--- config.mk ---
export PLATFORM = sky130hd
export DESIGN_NAME = slss_sequencer
export DESIGN_NICKNAME = d
export VERILOG_FILES = /design/src/logic/slss_pkg.sv /design/src/logic/slss_sync.sv /design/src/logic/slss_sequencer.sv
export VERILOG_INCLUDE_DIRS = /design/src /design/src/logic
export SDC_FILE = /design/constraint.sdc
export NUM_CORES = 1
export LEC_CHECK = 0
export BUFFER_PORTS_ARGS = -buffer_cell sky130_fd_sc_hd__buf_2
export CAP_MARGIN = 15
export CORE_UTILIZATION = 37
export CTS_CLUSTER_DIAMETER = 40
export DETAILED_ROUTE_END_ITERATION = 7
export GPL_TIMING_DRIVEN = 1
export PLACE_DENSITY_LB_ADDON = 0.12
export SYNTH_ARGS = -nofsm -noshare
export SYNTH_HDL_FRONTEND = slang
export SYNTH_HIERARCHICAL = 1
export SYNTH_SLANG_ARGS = --single-unit
export TNS_END_PERCENT = 5
--- constraint.sdc ---
create_clock -name mclk -period 2 [get_ports mclk]
set_input_delay 0.5 -clock mclk [delete_from_list [all_inputs] [get_ports mclk]]
set_output_delay 0.5 -clock mclk [all_outputs]
set_load 0.03 [all_outputs]
--- src/logic/slss_map.svh ---
`ifndef SLSS_MAP_SVH
`define SLSS_MAP_SVH

`define SLSS_LOCK_EDGES      4096
`define SLSS_CAL_EDGES       180
`define SLSS_REMOTE_SLEEP_OUT_N_EDGES     7
`define SLSS_MCLK_NS         50
`define SLSS_PIX_MAX_PER_NS  500
`define SLSS_STOP_CYC        ((`SLSS_REMOTE_SLEEP_OUT_N_EDGES * `SLSS_PIX_MAX_PER_NS) / `SLSS_MCLK_NS)

`endif

--- src/logic/slss_pkg.sv ---
package slss_pkg;

  typedef enum logic [2:0] {
    SLSS_OFF,
    SLSS_LOCK,
    SLSS_CAL_LOW,
    SLSS_CAL_HIGH,
    SLSS_CAL_FINAL,
    SLSS_ACTIVE
  } slss_state_t;

  typedef struct packed {
    logic clkLevel;
    logic clkEn;
    logic dataEn;
  } slss_line_t;

endpackage

--- src/logic/slss_sync.sv ---
`timescale 1ns/1ps
module slss_sync #(
  parameter int WIDTH = 3
) (
  input  wire logic             mclk,
  input  wire logic             reset_n,
  input  wire logic [WIDTH-1:0] asyncIn,
  output logic      [WIDTH-1:0] syncOut
);

  logic [WIDTH-1:0] stage1_r;

  // first stage feeds only the second
  always_ff @(posedge mclk or negedge reset_n) begin
    if (!reset_n) begin
      stage1_r <= '0;
      syncOut  <= '0;
    end else begin
      stage1_r <= asyncIn;
      syncOut  <= stage1_r;
    end
  end

endmodule

--- src/logic/slss_sequencer.sv ---
// Overview of operation
// - count 4096 pixel edges before start-up
// - link clock low, high, low: 180 each
// - raise remote sleep 7 pixel edges after start
// - drop remote sleep 7 periods after stop
// - reach zero line current within 2 ms
// - active: link clock follows multiplier clock
// - off phase: all line drivers off
`timescale 1ns/1ps
`include "slss_map.svh"
module slss_sequencer #(
  parameter int LOCK_EDGES = `SLSS_LOCK_EDGES,
  parameter int CAL_EDGES  = `SLSS_CAL_EDGES
) (
  input  wire logic           mclk,
  input  wire logic           reset_n,
  input  wire logic           sleep_request_n,
  input  wire logic           pixelClk,
  input  wire logic           multLinkClk,
  output slss_pkg::slss_line_t lineOut,
  output logic                remote_sleep_out_n,
  output logic                pllEnable,
  output logic                linkActive
);
  import slss_pkg::*;

  localparam int STOP_CYC = `SLSS_STOP_CYC;
  localparam int CNT_W    = $clog2(LOCK_EDGES + 1);

  ////////////////////////////////////////////////////////////////////////////
  // pin sampling and edge finding

  logic [2:0]        syncBus;
  logic              sleepSync_n;
  logic              pixSync;
  logic              linkSync;
  logic              pixPrev_r;
  logic              linkPrev_r;

  slss_sync #(.WIDTH(3)) u_sync (
    .mclk    (mclk),
    .reset_n (reset_n),
    .asyncIn ({sleep_request_n, pixelClk, multLinkClk}),
    .syncOut (syncBus)
  );

  assign sleepSync_n = syncBus[2];
  assign pixSync     = syncBus[1];
  assign linkSync    = syncBus[0];

  always_ff @(posedge mclk or negedge reset_n) begin
    if (!reset_n) begin
      pixPrev_r  <= 1'b0;
      linkPrev_r <= 1'b0;
    end else begin
      pixPrev_r  <= pixSync;
      linkPrev_r <= linkSync;
    end
  end

  wire pixRise  = pixSync & ~pixPrev_r;
  wire pixEdge  = pixSync ^ pixPrev_r;
  wire linkRise = linkSync & ~linkPrev_r;

  ////////////////////////////////////////////////////////////////////////////
  // pixel clock start and stop detection

  logic [2:0]        startCnt_r;
  logic [6:0]        stallCnt_r;
  logic              pixRun_nxt;

  // stop gap sized for the slowest legal pixel clock, so a slow clock is
  // never mistaken for a stopped one
  // an edge masks the saturated gap, else the first rise after a stop is lost
  wire pixStop  = (stallCnt_r == 7'(STOP_CYC)) && !pixEdge;
  wire pixStart = pixRise && (startCnt_r == 3'(`SLSS_REMOTE_SLEEP_OUT_N_EDGES - 1));

  always_comb begin
    pixRun_nxt = remote_sleep_out_n;
    if (!remote_sleep_out_n && pixStart) begin
      pixRun_nxt = 1'b1;
    end else if (remote_sleep_out_n && pixStop) begin
      pixRun_nxt = 1'b0;
    end
  end

  always_ff @(posedge mclk or negedge reset_n) begin
    if (!reset_n) begin
      startCnt_r         <= 3'h0;
      stallCnt_r         <= 7'h00;
      remote_sleep_out_n <= 1'b0;
    end else begin
      remote_sleep_out_n <= pixRun_nxt;
      if (pixEdge) begin
        stallCnt_r <= 7'h00;
      end else if (!pixStop) begin
        stallCnt_r <= stallCnt_r + 7'h01;
      end
      if (pixStop || pixRun_nxt) begin
        startCnt_r <= 3'h0;
      end else if (pixRise) begin
        startCnt_r <= startCnt_r + 3'h1;
      end
    end
  end

  ////////////////////////////////////////////////////////////////////////////
  // start-up sequencer

  slss_state_t       state_r;
  slss_state_t       state_nxt;
  logic [CNT_W-1:0]  seqCnt_r;
  slss_line_t        line_nxt;

  // a stopped pixel clock also drops the link to its low-power state
  wire goOff     = ~sleepSync_n | ~remote_sleep_out_n;
  wire inLock    = (state_r == SLSS_LOCK);
  wire stepEvt   = inLock ? pixRise : linkRise;
  wire [CNT_W-1:0] stepLast = inLock ? CNT_W'(LOCK_EDGES - 1) : CNT_W'(CAL_EDGES - 1);
  wire advance   = stepEvt && (seqCnt_r == stepLast);

  always_comb begin
    state_nxt = state_r;
    case (state_r)
      SLSS_OFF:       state_nxt = SLSS_LOCK;
      SLSS_LOCK:      if (advance) state_nxt = SLSS_CAL_LOW;
      SLSS_CAL_LOW:   if (advance) state_nxt = SLSS_CAL_HIGH;
      SLSS_CAL_HIGH:  if (advance) state_nxt = SLSS_CAL_FINAL;
      SLSS_CAL_FINAL: if (advance) state_nxt = SLSS_ACTIVE;
      SLSS_ACTIVE:    state_nxt = SLSS_ACTIVE;
      default:        state_nxt = SLSS_OFF;
    endcase
    if (goOff) begin
      state_nxt = SLSS_OFF;
    end
  end

  always_comb begin
    line_nxt = '0;
    case (state_nxt)
      SLSS_CAL_LOW:   line_nxt = '{clkLevel: 1'b0, clkEn: 1'b1, dataEn: 1'b0};
      SLSS_CAL_HIGH:  line_nxt = '{clkLevel: 1'b1, clkEn: 1'b1, dataEn: 1'b0};
      SLSS_CAL_FINAL: line_nxt = '{clkLevel: 1'b0, clkEn: 1'b1, dataEn: 1'b1};
      SLSS_ACTIVE:    line_nxt = '{clkLevel: linkSync, clkEn: 1'b1, dataEn: 1'b1};
      default:        line_nxt = '0;
    endcase
  end

  always_ff @(posedge mclk or negedge reset_n) begin
    if (!reset_n) begin
      state_r    <= SLSS_OFF;
      seqCnt_r   <= '0;
      lineOut    <= '0;
      pllEnable  <= 1'b0;
      linkActive <= 1'b0;
    end else begin
      state_r    <= state_nxt;
      lineOut    <= line_nxt;
      pllEnable  <= (state_nxt != SLSS_OFF);
      linkActive <= (state_nxt == SLSS_ACTIVE);
      if (state_nxt != state_r) begin
        seqCnt_r <= '0;
      end else if (stepEvt) begin
        seqCnt_r <= seqCnt_r + CNT_W'(1);
      end
    end
  end
endmodule

# [Word level (Yosys, flattened, before mapping)]
# Cells that the tools add are included.
[word_totals] latch_bits=0 mem_bits_ro=0 mem_count=0 mem_bits_rw=0 reg_bits=40
[classes] eq_ne=14 mul=0 n_reduce_logical=12 shifts=0 div=0 addsub=3 magnitude_cmp=0 bitwise_logic=8 n_mux=17
[ops] cell="13-bit two-way mux" n=2
[ops] cell="3-bit two-way mux" n=7
[ops] cell="3-bit case mux with 6 select lines" n=1
[ops] cell="3-bit == test (second input constant)" n=5
[ops] cell="7-bit two-way mux" n=2
[ops] cell="13-bit by 1-bit adder with 13-bit output (second input constant)" n=1
[ops] cell="13-bit by 12-bit == test with 1-bit output" n=1
[ops] cell="3-bit by 2-bit == test with 1-bit output (second input constant)" n=4
[ops] cell="12-bit two-way mux" n=1
[ops] cell="3-bit case mux with 4 select lines" n=1
[ops] cell="7-bit by 1-bit adder with 7-bit output (second input constant)" n=1
[ops] cell="7-bit == test (second input constant)" n=1
[ops] cell="1-bit logical AND" n=5
[ops] cell="1-bit inverter" n=4
[ops] cell="2-bit nonzero test" n=2
[ops] cell="3-bit by 1-bit adder with 3-bit output (second input constant)" n=1
[ops] cell="3-bit by 1-bit == test with 1-bit output (second input constant)" n=1
[ops] cell="3-bit logical NOT" n=1
[ops] cell="1-bit two-way mux" n=3
[ops] cell="3-bit inequality test" n=1
[ops] cell="3-bit nonzero test" n=1
[ops] cell="1-bit AND" n=2
[ops] cell="1-bit logical NOT" n=2
[ops] cell="2-bit inequality test (second input constant)" n=1
[ops] cell="3 further kinds" n=3

# [Longest topological paths before layout]
[logic_depth] ltp_word=9 depth_mapped=8 depth_no_buf=7

# [Modules after synthesis]
# The synthesis kept the hierarchy.
[by_module_without_submodules] mod="slss_sequencer" area_per_inst_um2=1863.0 cells_each=179 n_inst=1 seq_area_each_um2=850.8
[by_module_without_submodules] mod="slss_sync" area_per_inst_um2=150.1 cells_each=6 n_inst=1 seq_area_each_um2=150.1

# [Worst setup path before layout]
# No wires, ideal clock.
[synth_path] kind="register to register" start="register seqCnt_r[8]" end="register seqCnt_r[0]" required_ns=1.856 t_arrival_ns=2.022 stages_incl_launch_ff=7 slack_ns=-0.166 period_less_slack_ns=2.166 setup_time_ns=0.144 cell_sequence="dfrtp_1 -> or4_4 -> nor4b_4 -> o22ai_2 -> nor4_4 -> buf_6 -> a21oi_2"
[synth_via] elab_chain_len=7 word_cells_on_any_way=11 cone_classes="eq/ne (2); mux (7); reduce/logical (2)"
[synth_lines] item="start, declared" line="slss_sequencer.sv:112" source="logic [CNT_W-1:0] seqCnt_r;"
[synth_lines] item="start signal, assigned" line="slss_sequencer.sv:164" source="seqCnt_r <= seqCnt_r + CNT_W'(1);"
[synth_lines] item="13-bit by 12-bit == test with 1-bit output *" line="slss_sequencer.sv:120" source="wire advance = stepEvt && (seqCnt_r == stepLast);"
[synth_lines] item="1-bit logical AND *" line="slss_sequencer.sv:120"
[synth_lines] item="3-bit two-way mux, on equally long branches"
[synth_lines] item="3-bit case mux with 6 select lines *" line="slss_sequencer.sv:124" source="case (state_r)"
[synth_lines] item="3-bit two-way mux *" line="slss_sequencer.sv:133" source="if (goOff) begin"
[synth_lines] item="3-bit inequality test *" line="slss_sequencer.sv:161" source="if (state_nxt != state_r) begin"
[synth_lines] item="13-bit two-way mux / 2-bit nonzero test (equally long branches)"
# Mark *: on every way between the ends. The rest lies on a longest branch, timed or not.
# A chain may end at the register's enable or synchronous reset.

# [Worst setup path in the final report]
[layout_path] start="register seqCnt_r[11]" end="register seqCnt_r[2]"
# Same word-level chain as after synthesis.

==> flow_summary.json <==
{
  "post-dp-hpwl_um": 3100,
  "setup_tns_final_ns": -0.271,
  "globalRoute.totalOverflow": 0,
  "first_pass_iters": 4,
  "antenna_violating_nets_post_route": 0,
  "ys_warn_count": 6,
  "global_route_wire_length_before_repair_um": 7420,
  "synth_nets": 196,
  "async_flop_share_pct": 100,
  "placer_s_final_routability_congestion_estimate": 0.944,
  "crit_arrival_ns": 2.20,
  "clk_pin_slew_ns": 0.08,
  "cts_root_buf": "sky130_fd_sc_hd__clkbuf_8",
  "std_cell_rows": 26,
  "power.density_cell_area_mw_per_mm2": 824,
  "portBuffers": 10,
  "floorplan.io_pins": 11,
  "critPathLaunch": "seqCnt_r[11]",
  "skew_ns": 0.00901,
  "final_report_hold_violation_count": 0,
  "floorplan.die_area_mm2": 0.00574,
  "r2r_start": "seqCnt_r[11]",
  "relSlewSlack_pct": 59.0,
  "mappedNetlistArea_mm2": 0.00201,
  "layout-drive-gt1-share_pct": 34.9,
  "grt_start_max_net_pins": 22,
  "tritoncts": "yes",
  "final_core_util_pct": 48.9,
  "antenna_found_initial": 0,
  "antenna_cells": 0,
  "setup_viol": 13,
  "total_clock_buffers_created_by_cts": 5,
  "post_route_cell_area_mm2": 0.00253,
  "dpl_cell_area_mm2": 0.00238,
  "synth_edf_count": 0,
  "timing_worst_slew_pin_value_ns": 0.614,
  "maxCapViolCount": 0,
  "dpl_worst_slack_ns": -0.624,
  "synth_seq_area_share_pct": 49.7,
  "timing_worst_setup_path_type": "reg2reg",
  "status": "finished with violations",
  "drt_iter0_markers": 59,
  "final_net_count": 243,
  "yosys_most_used_dff": "sky130_fd_sc_hd__dfrtp_1",
  "synth_unique_cells": 43,
  "worst_min_path_class": "in2async",
  "flow.area_growth_from_synthesis_pct": 25.6,
  "drt-wirelength-per-cell_um": 14.2,
  "grt.total_usage_pct": 17.5,
  "design.core.area_mm2": 0.00517,
  "synth_top_area_share_pct": 49.7,
  "startpoint_type": "flop",
  "post_synth_inst_count": 185,
  "vdd.ir_drop.worst_uv": 460,
  "timing.rr.end": "seqCnt_r[2]",
  "synthTopCellsByCount": "sky130_fd_sc_hd__dfrtp_1 (40), sky130_fd_sc_hd__xnor2_1 (15), sky130_fd_sc_hd__nand2_1 (11), sky130_fd_sc_hd__a21oi_2 (10), sky130_fd_sc_hd__nand3_1 (10)",
  "via_per_inst": 5.14,
  "syn_avg_cell_area_um2": 10.9,
  "fin_ws_ns": -0.0338,
  "maxSlewViolCount": 0,
  "r2r_slack_ns": -0.03,
  "fmaxAchievable_mhz": 492,
  "final.min_clock_period_ns": 2.03,
  "synth.most_common_cell": "sky130_fd_sc_hd__dfrtp_1",
  "detail_route.wirelength_um": 4280,
  "floorplan.initialDensity_pct": 38.9,
  "cts.sinks": 40,
  "h-tree-depth": 2,
  "critical_path_peak_fanout": 7,
  "fp.dieW_um": 75.8,
  "layout_worst_path_cycle_share_pct": 102,
  "vias_in_the_first_global_route": 1596,
  "critPathRequiredTime_ns": 2.17,
  "total_power_mw": 2.08,
  "timing.reg2reg.worst_path_depth": 7,
  "yosys.area.top_type": "sky130_fd_sc_hd__dfrtp_1",
  "grt_setup_unrepaired": "true",
  "clockBufferDepth": 2,
  "synth.area.top_cells": "sky130_fd_sc_hd__dfrtp_1 (50%), sky130_fd_sc_hd__xnor2_1 (6.5%), sky130_fd_sc_hd__a21oi_2 (4.4%)",
  "drc": 0,
  "setup.worst_path.end_class": "flop",
  "violations": "setup timing",
  "static_power_due_to_leakage_nw": 1.09,
  "detailroute.via_count": 1552,
  "die_height_um": 75.8,
  "worstSkewPairLatency_ns": 0.29,
  "post_cts_hold_buffer_count": 0,
  "synth-seq-cells": 40
}
cells by family after synthesis:
group | Yosys count | share of synthesized area (%)
AOI/OAI and AO/OA | 36 | 12.9
adders and majority gates | 6 | 3.73
and+or+nand+nor | 70 | 21.8
muxes | 3 | 1.62
DFF | 40 | 49.7
xor gates and xnor gates | 17 | 7.40
buffers and inverters | 13 | 2.92
cell usage in the layout, fill, tap and decap left out, drive strengths merged, types with 8 or more instances in the layout:
cell / instances
a21oi: 19
buf: 45
dfrtp: 40
inv: 8
nand2: 11
nand3: 10
nor2: 9
nor4: 8
xnor2: 15
sequential cells by signal (all words and copies together), names as in the netlist:
register            flops
u_sync/stage1_r         3
state_r                 3
u_sync/syncOut          3
linkActive              1
lineOut                 3
stallCnt_r              7
pllEnable               1
pixPrev_r               1
seqCnt_r               13
startCnt_r              3
linkPrev_r              1
remote_sleep_out_n      1
power breakdown:
group	internal, mW	leakage [nW]	switching, mW
Sequential	0.898	0.531	0.0584
Clock	0.237	0.0410	0.261
Combinational	0.273	0.515	0.357
Total	1.41	1.09	0.676
routing by layer:
| metal | GRT usage [%] | vias to the layer above | wire length, µm |
|---|---|---|---|
| li1 | - | 758 | - |
| met1 | 22.0 | 768 | 2010 |
| met2 | 29.9 | 21 | 2140 |
| met3 | 3.57 | 5 | 101 |
| met4 | 5.56 | 0 | 36 |
| met5 | 0 | - | 0 |
timing repair:
| item | 4_1_cts | 5_1_grt |
|---|---|---|
| resized for setup | 8 | 3 |
| pin swaps | 2 | 0 |
| setup endpoints to repair | 13 | 18 |
| buffers inserted | 3 | 0 |
worst max-delay path by stage:
stage,slack [ns],cells after the start,to
2_1_floorplan,-0.1,6,seqCnt_r[0]
3_3_place_gp,-0.50,5,seqCnt_r[1]
3_5_place_dp,-0.62,5,seqCnt_r[2]
4_1_cts,-0.05,7,seqCnt_r[2]
5_1_grt,-0.16,7,seqCnt_r[3]
6_report,-0.03,7,seqCnt_r[2]
final cells by class:
cell class / count / area [µm²]
timing repair buffer: 45 / 325
clock buffer: 6 / 72.6
sequential: 40 / 1000
multi-input combinational: 132 / 1010
fill: 480 / 2640
tap: 70 / 87.6
clock inverter: 1 / 5.00
inverter: 8 / 30.0
critical path: stages, from the launching register on:
cell and delay [ns]:
sky130_fd_sc_hd__dfrtp_1 0.37, sky130_fd_sc_hd__or4_4 0.57, sky130_fd_sc_hd__nor4b_4 0.30, sky130_fd_sc_hd__buf_4 0.17
sky130_fd_sc_hd__a211oi_2 0.08, sky130_fd_sc_hd__nor4_4 0.15, sky130_fd_sc_hd__buf_4 0.21, sky130_fd_sc_hd__a21oi_1 0.08
metrics by stage:
stage,cells,hold WS (ns)
2_1_floorplan,185,0.204
3_3_place_gp,292,0.342
3_5_place_dp,292,0.337
4_1_cts,302,0.192
5_1_grt,302,0.206
6_report,302,0.189
No activity file was read; power rests on OpenSTA's default activity.
